`src/cilr_params.svh`:
```
`ifndef CILR_PARAMS_SVH
`define CILR_PARAMS_SVH

// Register offsets on the serial control port
`define CILR_OFS_GENERAL_PIN_CONTROL      7'h06
`define CILR_OFS_AUDIO_LOOPBACK_CONTROL   7'h08
`define CILR_OFS_AUDIO_GAIN_CONTROL       7'h09
`define CILR_OFS_LINE_IMPEDANCE_CONTROL   7'h0A

// Reset values
`define CILR_RST_GENERAL_PIN_CONTROL      8'h00
`define CILR_RST_AUDIO_LOOPBACK_CONTROL   8'h02
`define CILR_RST_AUDIO_GAIN_CONTROL       8'h00
`define CILR_RST_LINE_IMPEDANCE_CONTROL   8'h08

// Implemented (writable) bits; all others are reserved
`define CILR_MSK_GENERAL_PIN_CONTROL      8'h1F
`define CILR_MSK_AUDIO_LOOPBACK_CONTROL   8'h07
`define CILR_MSK_AUDIO_GAIN_CONTROL       8'hFF
`define CILR_MSK_LINE_IMPEDANCE_CONTROL   8'h3F

// general_pin_control fields
`define CILR_BIT_DOUT                     4
`define CILR_BIT_SECOND_PIN_DIRECTION     3
`define CILR_BIT_FIRST_PIN_DIRECTION      2
`define CILR_BIT_SECOND_PIN_VALUE         1
`define CILR_BIT_FIRST_PIN_VALUE          0

// audio_loopback_control fields
`define CILR_BIT_FULL_ANALOG_LOOP_EN      2
`define CILR_BIT_DIGITAL_LOOP_EN          1
`define CILR_BIT_ANALOG_LOOP_EN           0

// audio_gain_control fields
`define CILR_BIT_RX_HIGHPASS_BYPASS       7
`define CILR_BIT_TX_HIGHPASS_BYPASS       6
`define CILR_BIT_TX_MUTE                  5
`define CILR_BIT_RX_MUTE                  4
`define CILR_POS_TX_ANALOG_GAIN           2
`define CILR_POS_RX_ANALOG_GAIN           0
`define CILR_GAIN_CODE_MUTE               2'h3

// line_impedance_control fields
`define CILR_POS_LINE_CAP_COMP            4
`define CILR_BIT_IMPEDANCE_SYNTH_EN       3
`define CILR_POS_IMPEDANCE_SYNTH_SEL      0

// Serial frame layout
`define CILR_CMD_READ_BIT                 7
`define CILR_CMD_LAST_BIT_CNT             5'h07
`define CILR_DATA_FIRST_BIT_CNT           5'h08
`define CILR_DATA_LAST_BIT_CNT            5'h0F

`endif

```
`src/cilr_pkg.sv`:
```
package cilr_pkg;

    typedef enum logic [1:0] {
        CILR_SPI_IDLE = 2'b00,
        CILR_SPI_CMD  = 2'b01,
        CILR_SPI_DATA = 2'b10,
        CILR_SPI_DONE = 2'b11
    } cilr_spi_state_t;

    typedef struct packed {
        logic       full_analog_loop_en;
        logic       digital_loop_en;
        logic       analog_loop_en;
        logic       rx_highpass_bypass;
        logic       tx_highpass_bypass;
        logic       tx_mute;
        logic       rx_mute;
        logic [1:0] tx_analog_gain;
        logic       tx_analog_mute;
        logic [1:0] rx_analog_gain;
        logic       rx_analog_mute;
        logic [1:0] line_cap_comp;
        logic       impedance_synth_en;
        logic [2:0] impedance_synth_sel;
    } cilr_audio_ctrl_t;

    typedef struct packed {
        logic dout;
        logic first_pin_value;
        logic first_pin_oe;
        logic second_pin_value;
        logic second_pin_oe;
    } cilr_pin_drive_t;

endpackage : cilr_pkg

```
`src/cilr_regs.sv`:
```
// Notes on behaviour
// - Dedicated output pin follows output data bit 4.
// - Second pin drives its data bit when direction bit 3 is one.
// - First pin drives its data bit when direction bit 2 is one.
// - Second pin as input: reading bit 1 returns the pin level.
// - First pin as input: reading bit 0 returns the pin level.
// - Bit 2 enables full analog loopback.
// - Bit 1 enables digital loopback; set after reset.
// - Bit 0 enables first analog loopback mode.
// - Bit 7 bypasses receive high-pass filter.
// - Bit 6 bypasses transmit high-pass filter.
// - Bit 5 digitally mutes transmit.
// - Bit 4 digitally mutes receive.
// - Transmit gain 0, -3.5, +3.5 dB; code 11 keeps 0 dB, mutes.
// - Receive gain 0, -3.5, +3.5 dB; code 11 mutes.
// - Bit 3 enables impedance synthesis; set after reset.
// - Three-bit field selects one of eight reference line impedances.
`timescale 1ns/1ps
`include "cilr_params.svh"
`default_nettype none

module cilr_regs (
    input  wire logic                       i_clk,
    input  wire logic                       i_rst_b,
    input  wire logic                       i_cs_b,
    input  wire logic                       i_sclk,
    input  wire logic                       i_sdi,
    output logic                            o_sdo,
    output logic                            o_sdo_oe,
    input  wire logic                       i_first_pin,
    input  wire logic                       i_second_pin,
    output cilr_pkg::cilr_pin_drive_t       o_pins,
    output cilr_pkg::cilr_audio_ctrl_t      o_audio
);
    import cilr_pkg::*;

    logic [7:0]      general_pin_control;
    logic [7:0]      audio_loopback_control;
    logic [7:0]      audio_gain_control;
    logic [7:0]      line_impedance_control;

    cilr_spi_state_t state;
    logic            sclk_q;
    logic [4:0]      bit_cnt;
    logic [7:0]      in_sr;
    logic [7:0]      out_sr;
    logic [6:0]      cmd_addr;
    logic            cmd_read;
    logic            wr_en;
    logic [6:0]      wr_addr;
    logic [7:0]      wr_data;
    logic            sclk_rise;
    logic            sclk_fall;
    logic [7:0]      next_byte;

    // Keeps only implemented bits so reserved ones stay zero
    function automatic logic [7:0] masked_write(input logic [7:0] d, input logic [7:0] m);
        masked_write = d & m;
    endfunction : masked_write

    function automatic logic [7:0] read_value(input logic [6:0] a);
        logic [7:0] v;
        v = 8'h00;
        if (a == `CILR_OFS_GENERAL_PIN_CONTROL) begin
            v = general_pin_control;
            // Input pins report their live level instead of the stored bit
            if (!general_pin_control[`CILR_BIT_SECOND_PIN_DIRECTION]) begin
                v[`CILR_BIT_SECOND_PIN_VALUE] = i_second_pin;
            end
            if (!general_pin_control[`CILR_BIT_FIRST_PIN_DIRECTION]) begin
                v[`CILR_BIT_FIRST_PIN_VALUE] = i_first_pin;
            end
        end else if (a == `CILR_OFS_AUDIO_LOOPBACK_CONTROL) begin
            v = audio_loopback_control;
        end else if (a == `CILR_OFS_AUDIO_GAIN_CONTROL) begin
            v = audio_gain_control;
        end else if (a == `CILR_OFS_LINE_IMPEDANCE_CONTROL) begin
            v = line_impedance_control;
        end
        read_value = v; // Unmapped offsets read zero
    endfunction : read_value

    assign sclk_rise = i_sclk & ~sclk_q;
    assign sclk_fall = ~i_sclk & sclk_q;
    assign next_byte = {in_sr[6:0], i_sdi};

    always_ff @(posedge i_clk or negedge i_rst_b) begin
        if (!i_rst_b) begin
            sclk_q <= 1'b0;
        end else begin
            sclk_q <= i_sclk;
        end
    end

    // Serial frame: command byte (read flag, offset) then data byte, MSB first
    always_ff @(posedge i_clk or negedge i_rst_b) begin
        if (!i_rst_b) begin
            state    <= CILR_SPI_IDLE;
            bit_cnt  <= 5'h00;
            in_sr    <= 8'h00;
            cmd_addr <= 7'h00;
            cmd_read <= 1'b0;
        end else if (i_cs_b) begin
            // Chip select high aborts any partial frame
            state   <= CILR_SPI_IDLE;
            bit_cnt <= 5'h00;
        end else begin
            case (state)
                CILR_SPI_IDLE: begin
                    state <= CILR_SPI_CMD;
                end
                CILR_SPI_CMD: begin
                    if (sclk_rise) begin
                        in_sr   <= next_byte;
                        bit_cnt <= bit_cnt + 5'h01;
                        if (bit_cnt == `CILR_CMD_LAST_BIT_CNT) begin
                            state    <= CILR_SPI_DATA;
                            cmd_read <= next_byte[`CILR_CMD_READ_BIT];
                            cmd_addr <= next_byte[6:0];
                        end
                    end
                end
                CILR_SPI_DATA: begin
                    if (sclk_rise) begin
                        in_sr   <= next_byte;
                        bit_cnt <= bit_cnt + 5'h01;
                        if (bit_cnt == `CILR_DATA_LAST_BIT_CNT) begin
                            state <= CILR_SPI_DONE;
                        end
                    end
                end
                CILR_SPI_DONE: begin
                    // Extra clocks are ignored until chip select rises
                    state <= CILR_SPI_DONE;
                end
                default: begin
                    state <= CILR_SPI_IDLE;
                end
            endcase
        end
    end

    // One-cycle write strobe after the last data bit of a write frame
    always_ff @(posedge i_clk or negedge i_rst_b) begin
        if (!i_rst_b) begin
            wr_en   <= 1'b0;
            wr_addr <= 7'h00;
            wr_data <= 8'h00;
        end else begin
            wr_en <= !i_cs_b && state == CILR_SPI_DATA && sclk_rise && !cmd_read
                     && bit_cnt == `CILR_DATA_LAST_BIT_CNT;
            wr_addr <= cmd_addr;
            wr_data <= next_byte;
        end
    end

    // Read data loads after the command byte and shifts on falling clock
    always_ff @(posedge i_clk or negedge i_rst_b) begin
        if (!i_rst_b) begin
            out_sr <= 8'h00;
        end else if (!i_cs_b && state == CILR_SPI_CMD && sclk_rise
                     && bit_cnt == `CILR_CMD_LAST_BIT_CNT) begin
            out_sr <= read_value(next_byte[6:0]);
        end else if (!i_cs_b && state == CILR_SPI_DATA && cmd_read && sclk_fall
                     && bit_cnt != `CILR_DATA_FIRST_BIT_CNT) begin
            // Fall closing the command byte must not shift: bit 7 waits for the next rise
            out_sr <= {out_sr[6:0], 1'b0};
        end
    end

    assign o_sdo    = out_sr[7];
    assign o_sdo_oe = !i_cs_b && state == CILR_SPI_DATA && cmd_read;

    always_ff @(posedge i_clk or negedge i_rst_b) begin
        if (!i_rst_b) begin
            general_pin_control <= `CILR_RST_GENERAL_PIN_CONTROL;
        end else if (wr_en && wr_addr == `CILR_OFS_GENERAL_PIN_CONTROL) begin
            general_pin_control <= masked_write(wr_data, `CILR_MSK_GENERAL_PIN_CONTROL);
        end
    end

    always_ff @(posedge i_clk or negedge i_rst_b) begin
        if (!i_rst_b) begin
            audio_loopback_control <= `CILR_RST_AUDIO_LOOPBACK_CONTROL;
        end else if (wr_en && wr_addr == `CILR_OFS_AUDIO_LOOPBACK_CONTROL) begin
            audio_loopback_control <= masked_write(wr_data, `CILR_MSK_AUDIO_LOOPBACK_CONTROL);
        end
    end

    always_ff @(posedge i_clk or negedge i_rst_b) begin
        if (!i_rst_b) begin
            audio_gain_control <= `CILR_RST_AUDIO_GAIN_CONTROL;
        end else if (wr_en && wr_addr == `CILR_OFS_AUDIO_GAIN_CONTROL) begin
            audio_gain_control <= masked_write(wr_data, `CILR_MSK_AUDIO_GAIN_CONTROL);
        end
    end

    always_ff @(posedge i_clk or negedge i_rst_b) begin
        if (!i_rst_b) begin
            line_impedance_control <= `CILR_RST_LINE_IMPEDANCE_CONTROL;
        end else if (wr_en && wr_addr == `CILR_OFS_LINE_IMPEDANCE_CONTROL) begin
            line_impedance_control <= masked_write(wr_data, `CILR_MSK_LINE_IMPEDANCE_CONTROL);
        end
    end

    // Pin drive straight from the register bits
    always_comb begin
        o_pins.dout             = general_pin_control[`CILR_BIT_DOUT];
        o_pins.second_pin_oe    = general_pin_control[`CILR_BIT_SECOND_PIN_DIRECTION];
        o_pins.second_pin_value = general_pin_control[`CILR_BIT_SECOND_PIN_VALUE];
        o_pins.first_pin_oe     = general_pin_control[`CILR_BIT_FIRST_PIN_DIRECTION];
        o_pins.first_pin_value  = general_pin_control[`CILR_BIT_FIRST_PIN_VALUE];
    end

    // Datapath controls registered once so the analog side sees clean levels
    always_ff @(posedge i_clk or negedge i_rst_b) begin
        if (!i_rst_b) begin
            o_audio <= '0;
        end else begin
            o_audio.full_analog_loop_en <=
                audio_loopback_control[`CILR_BIT_FULL_ANALOG_LOOP_EN];
            o_audio.digital_loop_en     <=
                audio_loopback_control[`CILR_BIT_DIGITAL_LOOP_EN];
            o_audio.analog_loop_en      <=
                audio_loopback_control[`CILR_BIT_ANALOG_LOOP_EN];
            o_audio.rx_highpass_bypass  <=
                audio_gain_control[`CILR_BIT_RX_HIGHPASS_BYPASS];
            o_audio.tx_highpass_bypass  <=
                audio_gain_control[`CILR_BIT_TX_HIGHPASS_BYPASS];
            o_audio.tx_mute             <= audio_gain_control[`CILR_BIT_TX_MUTE];
            o_audio.rx_mute             <= audio_gain_control[`CILR_BIT_RX_MUTE];
            // Mute code leaves the transmit stage at unity gain
            if (audio_gain_control[`CILR_POS_TX_ANALOG_GAIN +: 2] == `CILR_GAIN_CODE_MUTE) begin
                o_audio.tx_analog_gain <= 2'h0;
                o_audio.tx_analog_mute <= 1'b1;
            end else begin
                o_audio.tx_analog_gain <= audio_gain_control[`CILR_POS_TX_ANALOG_GAIN +: 2];
                o_audio.tx_analog_mute <= 1'b0;
            end
            o_audio.rx_analog_gain <= audio_gain_control[`CILR_POS_RX_ANALOG_GAIN +: 2];
            o_audio.rx_analog_mute <= audio_gain_control[`CILR_POS_RX_ANALOG_GAIN +: 2]
                                      == `CILR_GAIN_CODE_MUTE;
            o_audio.line_cap_comp       <= line_impedance_control[`CILR_POS_LINE_CAP_COMP +: 2];
            o_audio.impedance_synth_en  <=
                line_impedance_control[`CILR_BIT_IMPEDANCE_SYNTH_EN];
            o_audio.impedance_synth_sel <=
                line_impedance_control[`CILR_POS_IMPEDANCE_SYNTH_SEL +: 3];
        end
    end

endmodule : cilr_regs

`default_nettype wire

```
`config.mk`:
```
export PLATFORM = sky130hd
export DESIGN_NAME = cilr_regs
export DESIGN_NICKNAME = d
export VERILOG_FILES = /design/src/cilr_pkg.sv /design/src/cilr_regs.sv
export VERILOG_INCLUDE_DIRS = /design/src /design/src/src
export SDC_FILE = /design/constraint.sdc
export NUM_CORES = 1
export LEC_CHECK = 0
export CAP_MARGIN = 20
export CORE_AREA = 3 3 89 91
export CTS_CLUSTER_DIAMETER = 150
export DETAILED_ROUTE_END_ITERATION = 6
export DIE_AREA = 0 0 92 94
export DONT_BUFFER_PORTS = 1
export GPL_TIMING_DRIVEN = 0
export PLACE_DENSITY = 0.66
export SETUP_SLACK_MARGIN = 0.2
export SYNTH_ARGS = -nofsm -noshare
export SYNTH_HDL_FRONTEND = slang
export SYNTH_SLANG_ARGS = --single-unit
export TNS_END_PERCENT = 10
```
`constraint.sdc`:
```
create_clock -name i_clk -period 2.2 [get_ports i_clk]
set_input_delay 0.22 -clock i_clk [delete_from_list [all_inputs] [get_ports i_clk]]
set_output_delay 0.22 -clock i_clk [all_outputs]
set_load 0.005 [all_outputs]
```
==> results.md, run 1 <==
* Synth-to-Final Area Change at 10.01%
* Final Core Density at 54.13%
* Power per cell area at 887.0 mW/mm^2
* Crit path max-delay family: buffers and inverters
* Final setup violation count at 0
* CP endpoint kind: flop
* Diodes inserted at 0
* Drt total wl at 6281 um
* Critical Path AT at 2.16 ns
* Power Total at 0.003464 W
* Worst-path clk slew at 0.09 ns
* Met2 Wirelength at 3050 um
* Max FO, Critical Path at 8
* Clock Sinks at 88
* Slowest CP cell: dfrtp_1
* First-pass DRT Iterations at 4
* Max-slew headroom at 66.27%
* Core Area at 0.007214 mm^2
* Metal3 WL at 223 um
* Ys async rst share at 100.0%
* Hold buffer count at CTS at 2
* Fin Clk Skew at 0.01112 ns
* Syn. warnings at 0
* Avg Cell Area, Syn at 13.50 um^2
* RSZ-0062 raised after global routing: true
* Run status: complete, but fails checks
* Core Rows at 31
* DRT antenna net count at 0
* Clock buffer depth at 2
* IO Pins at 33
* Period minus WS final at 1.923 ns
* Leak at 1.859 nW
* Post-DR vias/cell at 5.294
* Setup crit start kind: flop
* Vias in the first global route at 1995
* Final #Nets at 291
* Dpl hpwl at 4251 um
* Max Slew Vio Count at 0
* Fin crit share at 87.41%
* Die Width at 92 um
* CTS Root Cell: clkbuf_8
* Die H at 94 um
* Peak supply drop at 0.3597 mV
* Syn Nets at 277
* Cell area after synthesis at 0.003550 mm^2
* Post-placement setup slack at 0.3083 ns
* Worst Hold Class: in -> async
* Critical path type: reg -> reg
* Final worst setup slack at 0.2771 ns
* Fill cells at 632
* Seq/Total Area, Yosys at 62.11%
* Failing checks: hold timing
* Mapped Cells at 263
* Fmax at 520.0 MHz
* EDFF count, synth at 0
* Num CTS Buffers at 9
* H-tree depth at 3
* Initial antenna violation count at 0
* Top Metal Used: met4
* Remaining DRCs at 0
* Metal1 wirelength at 2918 um
* Synth unique cells at 48
* Buffers on Ports at 0
* CP Cell Sequence: inv_1 > ha_1 > and3b_1 > buf_2 > nor2b_1 > buf_2 > mux2_2
* Setup tns final at 0 ns
* Maxcap violations at 0
* Crit path buffers/inverters at 3
* Global-route wire length before repair at 10470 um
* GP Congestion at 0.7989
* Critical Path RT at 2.43 ns
* Die ar. at 0.008648 mm^2
* Largest net degree at the start of global routing at 89
* Total gr overflow at 0
* Wire per inst at 16.49 um
* Post-CTS Resized at 0
* DRC marker count from the first detailed-route iteration at 137
* Worst Hold Slack at -0.4534 ns
* Worst-Skew Late Latency at 0.35 ns
* Hold Fails Final Rpt at 88
* Layout cells sized above 1 at 23.40%
* CP max stage delay at 0.39 ns
* Synth Register Bits at 88
* TritonCTS clock tree: done
* Vias at 2017
* GRT Overall Usage at 16.03%
* Synth Flop Type: dfrtp_1
* Initial Util at 49.20%
* Worst Max-Slew Pin Slew at 0.5033 ns
* CP most frequent cell: buf_2
## cells in the mapped netlist (all sizes together) (2+ instances only)
library cell	instances	share of area, %
a21oi	3	0.42
mux2	32	10
clkbuf	2	0.21
a22oi	2	0.42
nand2	27	2.9
nand3b	4	0.85
dfstp	2	1.5
a22o	4	0.99
a221oi	2	0.49
nand4b	2	0.49
o22ai	2	0.35
a211oi	3	0.63
and4bb	2	0.70
buf	7	1.2
nand4	5	0.88
and2b	2	0.42
and2	4	0.70
nor4b	2	1.1
inv	7	0.74
nor4bb	3	1.7
nand3	3	0.42
ha	7	2.5
o21ai	6	0.85
and3b	2	0.49
dfrtp	86	61
xor2	2	0.49
mux2i	7	2.0
nor2b	8	1.4
nor2	13	1.6
nand2b	2	0.35
## metrics by stage
stage	area (um^2)	hold slack [ns]	std cells
2_1_floorplan	3550	-0.07559	263
3_3_place_gp	3674	-0.07346	362
3_5_place_dp	3674	-0.07311	362
4_1_cts	3897	-0.4647	380
5_1_grt	3905	-0.4777	381
6_report	3905	-0.4534	381
## routing by layer
| metal | up-vias | track usage (%) |
|---|---|---|
| li1 | 955 | - |
| met1 | 1016 | 22.03 |
| met2 | 39 | 24.57 |
| met3 | 7 | 3.446 |
| met4 | 0 | 7.054 |
| met5 | - | 0 |
## kinds of logic (layout without fill, tap and decap cells)
family	count (synthesis)	in the layout	share of synthesized area, %
multiplexers	39	39	12.13
AND/OR/NAND/NOR	85	85	15.30
XOR/XNOR	3	3	0.7404
buffers and inverters	16	35	2.186
flip-flops	88	88	62.11
AO/OA/AOI/OAI	25	25	5.075
adder cells (fa/ha/maj)	7	7	2.467
## power by group
| part | leakage [nW] | switching, W | internal (W) |
|---|---|---|---|
| clock network | 0.0949 | 0.000575 | 0.000558 |
| logic | 0.558 | 0.000249 | 0.000214 |
| registers | 1.21 | 0.000139 | 0.00173 |
| total | 1.86 | 0.000964 | 0.00250 |
## final cells by class
type                            count  area [um^2]  area share, %
Sequential cell                    88         2205          56.46
Inverter                            7        26.28         0.6729
Multi-Input combinational cell    159         1267          32.46
Clock inverter                      6        66.31          1.698
Clock buffer                       10        137.6          3.525
Tap cell                           99        123.9          3.172
Buffer                              9        51.30          1.314
Timing Repair Buffer                3        27.53         0.7049
## path summary, 6_finish.rpt
path / depth (start not counted) / endpoint / from / slack [ns]
max: 7 / in_sr[3] / state[0] / 0.28
min: 0 / cmd_addr[6] / i_rst_b / -0.45
max reg2reg: 7 / in_sr[3] / state[0] / 0.28
min reg2reg: 0 / wr_addr[0] / cmd_addr[0] / 0.38
max in group asynchronous: 0 / audio_loopback_control[1] / i_rst_b / 2.43
min in group i_clk: 3 / cmd_addr[0] / i_sdi / 0.19
## flip-flops by register name, summed over array words and instances, names as in the netlist, 6 cells and up
signal and flops:
audio_gain_control 8, cmd_addr 7, in_sr 7, line_impedance_control 6, o_audio 19, out_sr 8, wr_addr 7, wr_data 8
## cell usage in the layout (no fill, tap or decap), types with 2 or more instances in the layout
cell type and instances:
mux2i_1 7, nand2b_1 2, ha_1 7, clkbuf_8 10, xor2_1 2, a21oi_1 3, nand4_1 5, nand3b_1 4
dfstp_2 2, clkbuf_1 2, a22o_1 4, nand3_1 3, nand2_1 26, buf_2 5, and2_1 4, inv_1 7
dlygate4sd3_1 2, a211oi_1 3, buf_4 2, o21ai_1 5, o22ai_1 2, clkinvlp_4 3, mux2_2 32, a221oi_1 2
nor2b_1 8, and3b_1 2, nor2_1 12, nor4bb_4 2, nand4b_1 2, a22oi_1 2, dfrtp_1 86, and2b_1 2
## what timing repair did
| item | in CTS | in global routing |
|---|---|---|
| endpoints found under the hold margin | 90 | 88 |
| endpoints found under the setup margin | 0 | 17 |
| buffers inserted | 0 | 1 |
Power figures use the tool's default switching activity.
==> inputs of run 2 (changes only) <==
==> constraint.sdc (replaced) <==
create_clock -name i_clk -period 2.1 [get_ports i_clk]
set_input_delay 0.21 -clock i_clk [delete_from_list [all_inputs] [get_ports i_clk]]
set_output_delay 0.21 -clock i_clk [all_outputs]
set_load 0.005 [all_outputs]
==> run 2 against run 1 <==
  * The run still ends with hold timing left
  * Non-clock buffer count is the same
  * Clock skew about the same
  * Clock power grew 5%
  * Worst setup slack got worse by 0.047 ns
  * Clock-buffer cell count stayed put
  * Sequential power up 5%
  * First-iteration DRC count unchanged
  * Via count hardly changed
  * Critical path type unchanged
  * Highest routed layer unchanged
==> results.md, run 2 (same netlist as run 1, synthesis figures left out) <==
* Power per cell area at 928.9 mW/mm^2
* CP endpoint kind: flop
* Remaining DRCs at 0
* Clock buffer depth at 2
* DRC marker count from the first detailed-route iteration at 137
* Worst-path clk slew at 0.09 ns
* RSZ-0062 raised after global routing: true
* Non-filler cells, final at 381
* Layout cells sized above 1 at 23.40%
* Vias at 2018
* Worst Hold Class: in -> async
* Final worst setup slack at 0.2296 ns
* Met2 Resource Use GR at 24.57%
* Die ar. at 0.008648 mm^2
* Critical Path AT at 2.11 ns
* Failing checks: hold timing
* IO Pins at 33
* Clock Sinks at 88
* Final setup violation count at 0
* H-tree depth at 3
* Post-placement setup slack at 0.2083 ns
* Worst Hold Slack at -0.4632 ns
* Max FO, Critical Path at 8
* Diodes inserted at 0
* Largest net degree at the start of global routing at 89
* Period minus WS final at 1.870 ns
* Hold buffer count at CTS at 2
* Cell area after layout at 0.003908 mm^2
* Run status: complete, but fails checks
* GRT Overall Usage at 16.03%
* Worst r2r dst: in_sr[3]
* Fin Clk Skew at 0.01095 ns
* Placed instance area at 0.003674 mm^2
* Fmax at 534.6 MHz
* Core Rows at 31
* Fin crit share at 89.07%
* R2R Path Start: state[0]
* Post-DR vias/cell at 5.297
* Synth-to-Final Area Change at 10.08%
* Global-route wire length before repair at 10470 um
* Critical Path RT at 2.33 ns
* Initial Util at 49.20%
* Initial antenna violation count at 0
* GRT Max-Usage Layer: met2
* Max-slew headroom at 66.27%
* Met1 Resource Use GR at 22.03%
* Setup tns final at 0 ns
* Commonest non-fill, non-tap cell in the layout: dfrtp_1
* Final #Nets at 291
* First-pass DRT Iterations at 4
* Die Width at 92 um
* Power Total at 0.003630 W
* GP Congestion at 0.7989
* Worst Max-Slew Pin Slew at 0.5033 ns
* Critical path type: reg -> reg
* DRT antenna net count at 0
* Inst Count DP at 362
* Commonest cells after routing, fill and taps aside: dfrtp_1 (86), mux2_2 (32), nand2_1 (26), nor2_1 (12), clkbuf_8 (10)
* TritonCTS clock tree: done
* Most flops, register: o_audio
* Drt total wl at 6272 um
* Maxcap violations at 0
* R2R setup slack at 0.23 ns
* Max Slew Vio Count at 0
* Core Area at 0.007214 mm^2
* Die H at 94 um
* Worst-case reg-to-reg path depth at 7
* Vias in the first global route at 1995
* Total gr overflow at 0
* Num CTS Buffers at 9
* Hold Fails Final Rpt at 88
* CTS Root Cell: clkbuf_8
* Peak supply drop at 0.3772 mV
* Number of flip-flops in the largest register at 19
* Grt met3 use at 3.446%
* Dpl hpwl at 4251 um
* Fill cells at 631
* Wire per inst at 16.46 um
* Setup crit start kind: flop
* Leak at 1.859 nW
* Buffers on Ports at 0
* Worst-Skew Late Latency at 0.35 ns
run 2: critical path, stage by stage (launching register included):
cell	delay [ns]
dfrtp_1	0.39
inv_1	0.09
ha_1	0.28
and3b_1	0.14
buf_2	0.18
nor2b_1	0.14
buf_4	0.18
mux2_2	0.35
run 2: through the flow:
step / hold slack [ns] / utilization, %
detailed placement: -0.08311 / 50.92
global placement: -0.08346 / 50.92
CTS: -0.4747 / 54.06
finish: -0.4632 / 54.16
global route: -0.4877 / 54.16
floorplan: -0.08559 / -
run 2: how the worst max path moves through the flow:
stage          startpoint     endpoint  slack [ns]  cells after the start
4_1_cts          state[1]  cmd_addr[1]        0.21                      7
2_1_floorplan    state[0]     in_sr[0]        0.39                      7
3_5_place_dp     state[0]     in_sr[3]        0.21                      7
6_report         state[0]     in_sr[3]        0.23                      7
3_3_place_gp     state[1]  cmd_addr[1]        0.22                      7
5_1_grt          state[0]    out_sr[5]        0.13                      7
run 2: area by class of cell:
type	instances	area (um^2)	area share (%)
Buffer	9	53.80	1.377
Clock inverter	6	66.31	1.697
Sequential cell	88	2205	56.42
Timing Repair Buffer	3	27.53	0.7045
Tap cell	99	123.9	3.170
Inverter	7	26.28	0.6724
Multi-Input combinational cell	159	1267	32.44
Clock buffer	10	137.6	3.522
run 2: metal layers:
metal	part of all wire, %	vias to the layer above
met1	46	1017
met2	49	39
met5	0	-
met3	3.6	7
li1	-	955
met4	1.4	0
run 2: repair_timing:
action	in CTS	in global routing
pin swaps	0	1
gates resized for setup	1	0
endpoints found under the hold margin	90	88
setup endpoints to repair	7	22
setup buffers	0	1
run 2: power breakdown:
part	switching [W]	internal [W]	total [W]
clock	0.000603	0.000584	0.00119
combinational	0.000261	0.000226	0.000486
sequential	0.000146	0.00181	0.00196
